## src/ispr_defines.vh

```
// Constants shared by the pixel readout design: offsets, fields, resets, timing
`ifndef ISPR_DEFINES_VH
`define ISPR_DEFINES_VH

// Register byte offsets on the APB port
`define ISPR_OFF_CTRL    12'h000
`define ISPR_OFF_WIDTH   12'h004
`define ISPR_OFF_HEIGHT  12'h008
`define ISPR_OFF_HBLANK  12'h00C
`define ISPR_OFF_VBLANK  12'h010
`define ISPR_OFF_EXPO    12'h014
`define ISPR_OFF_STATUS  12'h018
`define ISPR_OFF_FCOUNT  12'h01C

// Control register field positions (two-bit fields give their low bit)
`define ISPR_CTRL_SNAP   0
`define ISPR_CTRL_BULB   1
`define ISPR_CTRL_CSUM   2
`define ISPR_CTRL_RSKIP  3
`define ISPR_CTRL_CSKIP  5
`define ISPR_CTRL_RBIN   7
`define ISPR_CTRL_CBIN   9
`define ISPR_CTRL_BITS   11

// Status register field positions
`define ISPR_STAT_FRAME  0
`define ISPR_STAT_LINE   1
`define ISPR_STAT_STBY   2
`define ISPR_STAT_STROBE 3
`define ISPR_STAT_ASEL   4
`define ISPR_STAT_ID     8

// Reset values
`define ISPR_RST_CTRL    11'h000
`define ISPR_RST_WIDTH   12'hA20
`define ISPR_RST_HEIGHT  12'h798
`define ISPR_RST_HBLANK  12'h0C8
`define ISPR_RST_VBLANK  12'h019
`define ISPR_RST_EXPO    16'h03E8

// Array position of the first pixel read out
`define ISPR_COL0        12'h010
`define ISPR_ROW0        12'h036

// Two-wire slave addresses chosen by the address-select pin
`define ISPR_ID_HIGH     8'hBA
`define ISPR_ID_LOW      8'h90

// Frame timing: clock rate in Hz and default frame rate in frames per second
`define ISPR_CLK_HZ      100000000
`define ISPR_FRAME_RATE  14

`endif

```

## src/ispr_binner.v

```verilog
// Synthetic pixel source with same-colour row and column binning
`timescale 1ns/1ps
module ispr_binner (
	// Coordinates of the first tap
	input  wire [11:0] row,
	input  wire [11:0] col,
	// Bin codes: 1 = 2X, 2 = 4X, others = none
	input  wire [1:0]  rbin,
	input  wire [1:0]  cbin,
	// Column combine: 1 = sum, 0 = average
	input  wire        csum,
	// Combined pixel
	output wire [11:0] pix
);
	wire [1:0]   rsh;          // Row bin factor as shift
	wire [1:0]   csh;          // Column bin factor as shift
	wire [271:0] acc;          // Running sum chain, 17 words of 16 bits
	wire [15:0]  total;        // Sum of all enabled taps
	wire [15:0]  avg;          // Full average over both directions
	wire [15:0]  rsum;         // Row average, column sum
	assign rsh = (rbin == 2'd1) ? 2'd1 : ((rbin == 2'd2) ? 2'd2 : 2'd0);
	assign csh = (cbin == 2'd1) ? 2'd1 : ((cbin == 2'd2) ? 2'd2 : 2'd0);
	assign acc[15:0] = 16'h0000;
	// Each tap is a same-colour neighbour two pixels away
	genvar k;
	generate
		for (k = 0; k < 16; k = k + 1) begin : g_tap
			localparam [11:0] ROFF = (k / 4) * 2; // Row offset of the tap
			localparam [11:0] COFF = (k % 4) * 2; // Column offset of the tap
			wire [11:0] tr;    // Tap row
			wire [11:0] tc;    // Tap column
			wire        en;    // Tap lies inside the bin window
			wire [11:0] val;   // Test pattern value at the tap
			assign tr  = row + ROFF;
			assign tc  = col + COFF;
			assign en  = ((k / 4) < (1 << rsh)) && ((k % 4) < (1 << csh));
			assign val = {tr[5:0], tc[5:0]};
			assign acc[16*k+31:16*k+16] = acc[16*k+15:16*k] + (en ? {4'h0, val} : 16'h0000);
		end
	endgenerate
	assign total = acc[271:256];
	// Shift sum kept three bits wide so 4X by 4X divides by sixteen
	assign avg   = total >> ({1'b0, rsh} + {1'b0, csh});
	assign rsum  = total >> rsh;
	// Summing saturates at full scale, giving gain near the column factor
	assign pix = csum ? ((rsum > 16'h0FFF) ? 12'hFFF : rsum[11:0]) : avg[11:0];
endmodule // ispr_binner

```

## src/ispr_readout.v

```verilog
// Pixel readout core: control pins, frame sequencer, parallel pixel port, APB registers
//
// Functional notes
// - Low reset clears device without clock
// - After reset all registers hold defaults
// - Output disable releases pixel port pins
// - Standby input low holds low-power idle
// - Trigger pulse gives one frame; bulb end
// - Two-wire address BA when select high, 90
// - Each pixel is a 12-bit word, msb 11
// - Frame qualifier high except vertical blanking
// - Line qualifier high only on active pixels
// - Strobe high while whole array exposes
// - First pixel read is column 16, row 54
// - Progressive rows framed by blanking intervals
// - No subsampling gives full field of view
// - Skip 2X drops one pair, 3X two
// - Rows and columns stepped in pairs
// - 2X and 4X binning, rows and columns apart
// - Binning uses every pixel of the view
// - Column bin averages or sums selectably
// - Pixel clock tracks data; qualifiers own pins
// - Default streams full frames at 14 fps; the default window needs about 10.9 million clocks, near 9 fps
//
// Chosen here: register access over APB and the register offsets.
`timescale 1ns/1ps
`include "ispr_defines.vh"
module ispr_readout #(
	parameter [31:0] FRAME_CYCLES = `ISPR_CLK_HZ / `ISPR_FRAME_RATE
) (
	// Clock and reset
	input  wire        MCLK,
	input  wire        RESETN,
	// APB slave
	input  wire        PSEL,
	input  wire        PENABLE,
	input  wire        PWRITE,
	input  wire [11:0] PADDR,
	input  wire [31:0] PWDATA,
	output reg  [31:0] PRDATA,
	output reg         PREADY,
	output reg         PSLVERR,
	// Control pins
	input  wire        OUTPUT_DISABLE,
	input  wire        STANDBY_N,
	input  wire        SNAP_REQ,
	input  wire        BUS_ADDRESS_SELECT,
	// Pixel port
	output reg         PIXEL_SAMPLE_CLOCK,
	output reg  [11:0] DOUT,
	output reg         FRAME_QUAL,
	output reg         LINE_QUAL,
	output reg         EXPO_STROBE,
	output reg         PIX_OUT_EN_N,
	// Two-wire slave address in use
	output reg  [7:0]  BUS_DEVICE_ID
);
	// One-hot sequencer states
	localparam [5:0] S_IDLE = 6'h01;
	localparam [5:0] S_EXPO = 6'h02;
	localparam [5:0] S_LINE = 6'h04;
	localparam [5:0] S_HBLK = 6'h08;
	localparam [5:0] S_VBLK = 6'h10;
	localparam [5:0] S_STBY = 6'h20;

	reg  [3:0]  sync1_r;       // First synchroniser stage of the four pins
	reg  [3:0]  sync2_r;       // Second synchroniser stage
	reg         snap_d_r;      // Delayed trigger for edge detection
	reg  [`ISPR_CTRL_BITS-1:0] ctrl_r; // Mode and subsampling control
	reg  [11:0] width_r;       // Window width in array columns
	reg  [11:0] height_r;      // Window height in array rows
	reg  [11:0] hblank_r;      // Horizontal blanking in pixel ticks
	reg  [11:0] vblank_r;      // Vertical blanking in pixel ticks
	reg  [15:0] expo_r;        // Snapshot exposure in pixel ticks
	reg  [31:0] fcount_r;      // Completed frame counter
	reg  [5:0]  state_r;       // Sequencer state
	reg  [15:0] cnt_r;         // Blanking and exposure down counter
	reg  [31:0] ftmr_r;        // Frame period timer in clock cycles
	reg         pend_r;        // Trigger pulse awaiting service
	reg  [11:0] coloff_r;      // Column pair base within window
	reg         cpar_r;        // Column within pair
	reg  [11:0] rowoff_r;      // Row pair base within window
	reg         rpar_r;        // Row within pair
	reg         line_end_r;    // Line pixels all emitted
	reg  [31:0] rdata_nxt;     // Read data mux
	reg         rerr_nxt;      // Unmapped address flag
	reg  [3:0]  cs_f;          // Column skip factor
	reg  [3:0]  rs_f;          // Row skip factor
	reg  [3:0]  cb_f;          // Column bin factor
	reg  [3:0]  rb_f;          // Row bin factor
	wire        out_dis_s;     // Synchronised output disable
	wire        stby_s;        // Synchronised standby request
	wire        snap_s;        // Synchronised trigger level
	wire        asel_s;        // Synchronised address select
	wire        snap_rise;     // Trigger rising edge
	wire        snap_mode;     // Snapshot or bulb triggering
	wire        bulb;          // Bulb exposure mode
	wire        tick;          // Pixel clock about to rise
	wire        fdone;         // Frame period elapsed
	wire        start_fr;      // First pixel of a frame this tick
	wire        emit;          // A pixel is presented this tick
	wire        take;          // Pending trigger consumed
	wire [3:0]  cstep;         // Column pair stride in pairs
	wire [3:0]  rstep;         // Row pair stride in pairs
	wire [12:0] cnext;         // Next column pair base
	wire [12:0] rnext;         // Next row pair base
	wire        col_last;      // Current pixel ends the line
	wire        row_last;      // Current row ends the frame
	wire [11:0] pix_row;       // Array row of current pixel
	wire [11:0] pix_col;       // Array column of current pixel
	wire [11:0] bin_pix;       // Pixel value after binning
	wire        wr_en;         // APB write takes effect
	wire        acc_ph;        // APB access phase

	assign out_dis_s = sync2_r[0];
	assign stby_s    = ~sync2_r[1];
	assign snap_s    = sync2_r[2];
	assign asel_s    = sync2_r[3];
	assign snap_rise = snap_s & ~snap_d_r;
	assign bulb      = ctrl_r[`ISPR_CTRL_BULB];
	assign snap_mode = ctrl_r[`ISPR_CTRL_SNAP] | bulb;
	assign tick      = ~PIXEL_SAMPLE_CLOCK & ~stby_s;
	assign fdone     = (ftmr_r == FRAME_CYCLES - 32'd1);

	// Pins from outside pass two flip-flops before any logic reads them
	always @(posedge MCLK or negedge RESETN) begin
		if (!RESETN) begin
			sync1_r  <= 4'h2;
			sync2_r  <= 4'h2;
			snap_d_r <= 1'b0;
		end else begin
			sync1_r  <= {BUS_ADDRESS_SELECT, SNAP_REQ, STANDBY_N, OUTPUT_DISABLE};
			sync2_r  <= sync1_r;
			snap_d_r <= sync2_r[2];
		end
	end

	// Decode skip and bin codes into factors; unsupported codes act as one
	always @* begin
		case (ctrl_r[`ISPR_CTRL_CSKIP+1:`ISPR_CTRL_CSKIP])
			2'd1:    cs_f = 4'h2;
			2'd2:    cs_f = 4'h3;
			default: cs_f = 4'h1;
		endcase
		case (ctrl_r[`ISPR_CTRL_RSKIP+1:`ISPR_CTRL_RSKIP])
			2'd1:    rs_f = 4'h2;
			2'd2:    rs_f = 4'h3;
			default: rs_f = 4'h1;
		endcase
		case (ctrl_r[`ISPR_CTRL_CBIN+1:`ISPR_CTRL_CBIN])
			2'd1:    cb_f = 4'h2;
			2'd2:    cb_f = 4'h4;
			default: cb_f = 4'h1;
		endcase
		case (ctrl_r[`ISPR_CTRL_RBIN+1:`ISPR_CTRL_RBIN])
			2'd1:    rb_f = 4'h2;
			2'd2:    rb_f = 4'h4;
			default: rb_f = 4'h1;
		endcase
	end

	// Pairs advance by skip times bin pairs, so colour order is kept
	assign cstep    = cs_f * cb_f;
	assign rstep    = rs_f * rb_f;
	assign cnext    = {1'b0, coloff_r} + {8'h00, cstep, 1'b0};
	assign rnext    = {1'b0, rowoff_r} + {8'h00, rstep, 1'b0};
	assign col_last = cpar_r & (cnext >= {1'b0, width_r});
	assign row_last = rpar_r & (rnext >= {1'b0, height_r});
	assign pix_col  = `ISPR_COL0 + coloff_r + {11'h000, cpar_r};
	assign pix_row  = `ISPR_ROW0 + rowoff_r + {11'h000, rpar_r};

	// Frame starts: timer in streaming, exposure count end in snapshot, trigger fall in bulb
	assign start_fr = tick & (((state_r == S_IDLE) & ~snap_mode & fdone) |
		((state_r == S_EXPO) & (bulb ? ~snap_s : (cnt_r == 16'h0000))));
	assign emit     = start_fr | (tick & (((state_r == S_LINE) & ~line_end_r) |
		((state_r == S_HBLK) & (cnt_r == 16'h0000))));
	assign take     = tick & (state_r == S_IDLE) & snap_mode & pend_r;

	// Pixel value for the current coordinate, binned as configured
	ispr_binner u_binner (
		.row  (pix_row),
		.col  (pix_col),
		.rbin (ctrl_r[`ISPR_CTRL_RBIN+1:`ISPR_CTRL_RBIN]),
		.cbin (ctrl_r[`ISPR_CTRL_CBIN+1:`ISPR_CTRL_CBIN]),
		.csum (ctrl_r[`ISPR_CTRL_CSUM]),
		.pix  (bin_pix)
	);

	// Sequencer: pixel clock, qualifiers, strobe, data and readout position
	always @(posedge MCLK or negedge RESETN) begin
		if (!RESETN) begin
			state_r            <= S_IDLE;
			PIXEL_SAMPLE_CLOCK <= 1'b0;
			DOUT               <= 12'h000;
			FRAME_QUAL         <= 1'b0;
			LINE_QUAL          <= 1'b0;
			EXPO_STROBE        <= 1'b0;
			cnt_r              <= 16'h0000;
			ftmr_r             <= 32'h00000000;
			pend_r             <= 1'b0;
			coloff_r           <= 12'h000;
			cpar_r             <= 1'b0;
			rowoff_r           <= 12'h000;
			rpar_r             <= 1'b0;
			line_end_r         <= 1'b0;
			fcount_r           <= 32'h00000000;
		end else begin
			// Pixel clock halts low in standby, data changes as it rises
			PIXEL_SAMPLE_CLOCK <= stby_s ? 1'b0 : ~PIXEL_SAMPLE_CLOCK;
			// Frame period timer saturates until the next frame starts
			if (start_fr) begin
				ftmr_r <= 32'h00000000;
			end else if (!fdone) begin
				ftmr_r <= ftmr_r + 32'd1;
			end
			// A trigger arriving as the pending one is taken is kept;
			// a stale trigger from streaming mode is dropped
			pend_r <= snap_rise | (pend_r & ~take & snap_mode);
			if (stby_s) begin
				state_r     <= S_STBY;
				FRAME_QUAL  <= 1'b0;
				LINE_QUAL   <= 1'b0;
				EXPO_STROBE <= 1'b0;
				line_end_r  <= 1'b0;
				coloff_r    <= 12'h000;
				cpar_r      <= 1'b0;
				rowoff_r    <= 12'h000;
				rpar_r      <= 1'b0;
			end else if (emit) begin
				// Present one pixel with both qualifiers high
				state_r     <= S_LINE;
				DOUT        <= bin_pix;
				FRAME_QUAL  <= 1'b1;
				LINE_QUAL   <= 1'b1;
				EXPO_STROBE <= 1'b0;
				cpar_r      <= ~cpar_r;
				if (cpar_r) begin
					coloff_r <= col_last ? 12'h000 : cnext[11:0];
				end
				line_end_r  <= col_last;
			end else if (tick) begin
				case (state_r)
					S_STBY: begin
						// Leaving standby waits for the next frame slot
						state_r <= S_IDLE;
					end
					S_IDLE: begin
						// Trigger starts a global exposure in snapshot modes
						if (take) begin
							state_r     <= S_EXPO;
							EXPO_STROBE <= 1'b1;
							cnt_r       <= expo_r;
						end
					end
					S_EXPO: begin
						// Timed exposure counts down; bulb waits for trigger fall
						cnt_r <= cnt_r - 16'h0001;
					end
					S_LINE: begin
						// Line finished: blank horizontally or end the frame
						LINE_QUAL  <= 1'b0;
						DOUT       <= 12'h000;
						line_end_r <= 1'b0;
						rpar_r     <= ~rpar_r;
						if (rpar_r) begin
							rowoff_r <= row_last ? 12'h000 : rnext[11:0];
						end
						if (row_last) begin
							state_r    <= S_VBLK;
							FRAME_QUAL <= 1'b0;
							cnt_r      <= {4'h0, vblank_r};
							fcount_r   <= fcount_r + 32'd1;
						end else begin
							state_r <= S_HBLK;
							cnt_r   <= {4'h0, hblank_r};
						end
					end
					S_HBLK: begin
						// Frame qualifier stays high through horizontal blanking
						cnt_r <= cnt_r - 16'h0001;
					end
					S_VBLK: begin
						// Vertical blanking, then wait for the next frame
						if (cnt_r == 16'h0000) begin
							state_r <= S_IDLE;
						end else begin
							cnt_r <= cnt_r - 16'h0001;
						end
					end
					default: begin
						state_r <= S_IDLE;
					end
				endcase
			end
		end
	end

	// Pin drivers are released while output disable is high
	always @(posedge MCLK or negedge RESETN) begin
		if (!RESETN) begin
			PIX_OUT_EN_N  <= 1'b1;
			BUS_DEVICE_ID <= `ISPR_ID_LOW;
		end else begin
			PIX_OUT_EN_N  <= out_dis_s;
			BUS_DEVICE_ID <= asel_s ? `ISPR_ID_HIGH : `ISPR_ID_LOW;
		end
	end

	// APB: one wait state, write lands on the edge where PREADY is seen high
	assign acc_ph = PSEL & PENABLE;
	assign wr_en  = acc_ph & PREADY & PWRITE;

	// Read mux and unmapped address detection
	always @* begin
		rdata_nxt = 32'h00000000;
		rerr_nxt  = 1'b0;
		case (PADDR)
			`ISPR_OFF_CTRL:   rdata_nxt = {21'h00000, ctrl_r};
			`ISPR_OFF_WIDTH:  rdata_nxt = {20'h00000, width_r};
			`ISPR_OFF_HEIGHT: rdata_nxt = {20'h00000, height_r};
			`ISPR_OFF_HBLANK: rdata_nxt = {20'h00000, hblank_r};
			`ISPR_OFF_VBLANK: rdata_nxt = {20'h00000, vblank_r};
			`ISPR_OFF_EXPO:   rdata_nxt = {16'h0000, expo_r};
			`ISPR_OFF_STATUS: begin
				rdata_nxt[`ISPR_STAT_FRAME]  = FRAME_QUAL;
				rdata_nxt[`ISPR_STAT_LINE]   = LINE_QUAL;
				rdata_nxt[`ISPR_STAT_STBY]   = (state_r == S_STBY);
				rdata_nxt[`ISPR_STAT_STROBE] = EXPO_STROBE;
				rdata_nxt[`ISPR_STAT_ASEL]   = asel_s;
				rdata_nxt[`ISPR_STAT_ID+7:`ISPR_STAT_ID] = BUS_DEVICE_ID;
			end
			`ISPR_OFF_FCOUNT: rdata_nxt = fcount_r;
			default:          rerr_nxt  = 1'b1;
		endcase
	end

	// APB handshake and registers, all back to defaults on reset
	always @(posedge MCLK or negedge RESETN) begin
		if (!RESETN) begin
			PREADY   <= 1'b0;
			PRDATA   <= 32'h00000000;
			PSLVERR  <= 1'b0;
			ctrl_r   <= `ISPR_RST_CTRL;
			width_r  <= `ISPR_RST_WIDTH;
			height_r <= `ISPR_RST_HEIGHT;
			hblank_r <= `ISPR_RST_HBLANK;
			vblank_r <= `ISPR_RST_VBLANK;
			expo_r   <= `ISPR_RST_EXPO;
		end else begin
			PREADY  <= acc_ph & ~PREADY;
			PRDATA  <= (acc_ph & ~PREADY & ~PWRITE) ? rdata_nxt : 32'h00000000;
			PSLVERR <= acc_ph & ~PREADY & rerr_nxt;
			if (wr_en) begin
				// Only mapped writable registers take the write data
				case (PADDR)
					`ISPR_OFF_CTRL:   ctrl_r   <= PWDATA[`ISPR_CTRL_BITS-1:0];
					`ISPR_OFF_WIDTH:  width_r  <= PWDATA[11:0];
					`ISPR_OFF_HEIGHT: height_r <= PWDATA[11:0];
					`ISPR_OFF_HBLANK: hblank_r <= PWDATA[11:0];
					`ISPR_OFF_VBLANK: vblank_r <= PWDATA[11:0];
					`ISPR_OFF_EXPO:   expo_r   <= PWDATA[15:0];
					default: begin
						ctrl_r <= ctrl_r;
					end
				endcase
			end
		end
	end
endmodule // ispr_readout

```

## config.mk

```make
export PLATFORM = sky130hd
export DESIGN_NAME = ispr_readout
export DESIGN_NICKNAME = d
export VERILOG_FILES = /design/src/ispr_binner.v /design/src/ispr_readout.v
export VERILOG_INCLUDE_DIRS = /design/src
export SDC_FILE = /design/constraint.sdc
export NUM_CORES = 1
export LEC_CHECK = 0
export BUFFER_PORTS_ARGS = -buffer_cell sky130_fd_sc_hd__buf_2
export CAP_MARGIN = 20
export CORE_MARGIN = 2
export CORE_UTILIZATION = 45
export DETAILED_ROUTE_END_ITERATION = 10
export SKIP_LAST_GASP = 1
export SLEW_MARGIN = 40
export SYNTH_ARGS = -nofsm -noshare
export SYNTH_HDL_FRONTEND = slang
export SYNTH_HIERARCHICAL = 1
export SYNTH_SLANG_ARGS = --single-unit
```

## constraint.sdc

```tcl
create_clock -name MCLK -period 9.5 [get_ports MCLK]
set_input_delay 1.425 -clock MCLK [delete_from_list [all_inputs] [get_ports MCLK]]
set_output_delay 1.425 -clock MCLK [all_outputs]
set_load 0.02 [all_outputs]
```

==> run_results.csv <==
group,metric,value,unit
floorplan,dieArea,46930,µm²
clocking,clk_transition_reported_paths,0.06,ns
critical_path,end_kind,"flop",
synthesis,postSynthCellCount,2156,
sta,tns,0,ns
floorplan,die_w,216.6,µm
cells_and_area,multi_input_area,12680,µm²
cells_and_area,diodes,0,
sta,skew,0.01956,ns
routing,dr.pass1.iters,6,
sta,worstMarginPinSlew,0.7911,ns
global_routing,grt_max_degree,73,
floorplan,ios,112,
run,maxCapViolCount,0,
routing,drtIter0Drc,1103,
sta,period_share,0.8968,
floorplan,die_h,216.6,µm
routing,routedWlPerCell,18.17,µm
sta,final_hold_viol_count,0,
critical_path,cp_max_fo,13,
placement,dpl_cell_area,21320,µm²
cells_and_area,drive_gt1_frac,0.1544,
sta,setup_violations,0,
global_routing,grt_pass1_vias,15913,
critical_path,crit_required,9.98,ns
synthesis,yosysWarningCount,6,
sta,whs,0.3461,ns
placement,port_buffers,90,
sta,relSlewSlack,0.4726,
routing,vias,15335,
cells_and_area,mostFrequentLayoutCell,"inv_1",
critical_path,worstSetupPathType,"reg -> reg",
run_status,outcome,"completed",
global_routing,grtUsageTotal,0.2248,
floorplan,core_area,44410,µm²
synthesis,syn_avg_cell_area,9.437,µm²
cells_and_area,final_nets,2515,
sta,fmax,117.4,MHz
placement,gp_congestion,0.8860,
power,p_leak,10.93,nW
critical_path,cp-start-kind,"flop",
min_path,hold_path_class,"reg -> reg",
cells_and_area,final_cell_mix,"inv_1 (261), dfrtp_1 (223), nand2_1 (188), nor2_1 (170), fa_1 (151)",
clocking,hold_buffers,0,
sta,setup_slack,0.9808,ns
cells_and_area,n_fill_cell,4091,
cells_and_area,seq_area,6237,µm²
clocking,cts_root_buffer,"clkbuf_16",
global_routing,grt_pass1_wl,85180,µm
global_routing,overflow,0,
cells_and_area,final_area,22380,µm²
power,power.density,110.4,nW/µm²
critical_path,critPathArrivalTime,9.00,ns
cells_and_area,syn_to_final_growth,10.02,%
clocking,cts_tree,"done",
placement,dp_hpwl,38620,µm
clocking,numCtsBuffers,31,
clocking,worstSkewPairLatency,0.60,ns
sta,period_needed,8.519,ns
routing,drc,0,
routing,routed_via_density,5.477,
clocking,cts.sinks,248,
clocking,cts_resized,0,
floorplan,fp-row-count,77,
synthesis,synth_area,20350,µm²
routing,drtAntennaViolNets,0,
placement,dpl_worst_slack,0.6671,ns
global_routing,antenna_found_initial,0,
sta,rsz0062_at_grt,"false",
power,ir_drop,149.6,µV
clocking,ctsHtreeMaxLevel,1,
clocking,cts_setup_buffers,0,
routing,wl,50880,µm
floorplan,start_util,0.4581,
sta,drv_slew,0,
clocking,clock_path_buffers,3,
per-layer routing:
metal	share of wire	track usage	wire (µm)	vias to the layer above
met4	0.020	0.05890	1020	0
met3	0.054	0.03256	2741	66
li1	-	-	-	7267
met1	0.47	0.3239	23930	7621
met2	0.46	0.3554	23190	381
met5	0	0	0	-
power breakdown:
| group | total [mW] | switching [mW] | leakage [nW] | internal (mW) |
|---|---|---|---|---|
| Combinational | 0.200 | 0.129 | 7.14 | 0.0702 |
| Clock | 1.20 | 0.484 | 0.522 | 0.716 |
| Sequential | 1.07 | 0.00708 | 3.27 | 1.06 |
| Total | 2.47 | 0.620 | 10.9 | 1.85 |
stage by stage:
step,util,power (mW),instances
after floorplan,-,1.218,2159
after global placement,0.4782,1.281,2738
after detailed placement,0.4800,1.288,2742
after CTS,0.5036,2.504,2800
after global routing,0.5040,2.567,2800
final,0.5040,2.470,2800
critical path, stage by stage, from the launching register on:
cell,delay [ns]
dfrtp_1,0.39
inv_1,0.22
ha_1,0.32
xnor2_2,0.45
ha_1,0.30
a21oi_1,0.07
xnor2_1,0.29
nand2_1,0.15
or2_2,0.33
fa_1,0.55
fa_1,0.45
fa_1,0.52
fa_1,0.52
fa_1,0.53
fa_1,0.54
inv_1,0.04
ha_1,0.46
nand3_1,0.16
nor4_1,0.37
nor3_2,0.14
a211oi_2,0.30
xnor2_2,0.20
o211ai_1,0.14
a221o_2,0.57
o22a_1,0.25
nand2_1,0.05
nand2_1,0.06
area by class of cell:
class                      count  area share
clock buffer                  49     0.04259
clock inverter                 9    0.004304
inverter                     262     0.04394
multi-input combinational   1522      0.5665
sequential                   248      0.2786
tap                          592     0.03309
timing repair buffer         118     0.03097
sequential cells by signal, indices dropped and copies added, names as in the netlist, 4 cells and up:
name      count
PRDATA       32
sync1_r       4
fcount_r     32
ftmr_r       32
cnt_r        16
state_r       6
ctrl_r       11
height_r     12
hblank_r     12
rowoff_r     11
width_r      12
vblank_r     12
expo_r       16
sync2_r       4
DOUT         12
coloff_r     11
worst paths after layout:
check / slack (ns) / depth (start not counted) / startpoint / endpoint
max in group asynchronous: 7.80 / 2 / RESETN / ftmr_r[10]
min in group asynchronous: 0.72 / 1 / RESETN / DOUT[11]
setup / recovery: 0.98 / 26 / rowoff_r[1] / DOUT[6]
hold / removal: 0.35 / 0 / sync1_r[0] / sync2_r[0]
hold reg to reg: 0.35 / 0 / sync1_r[0] / sync2_r[0]
setup reg to reg: 0.98 / 26 / rowoff_r[1] / DOUT[6]
(Power assumes the default switching activity.)
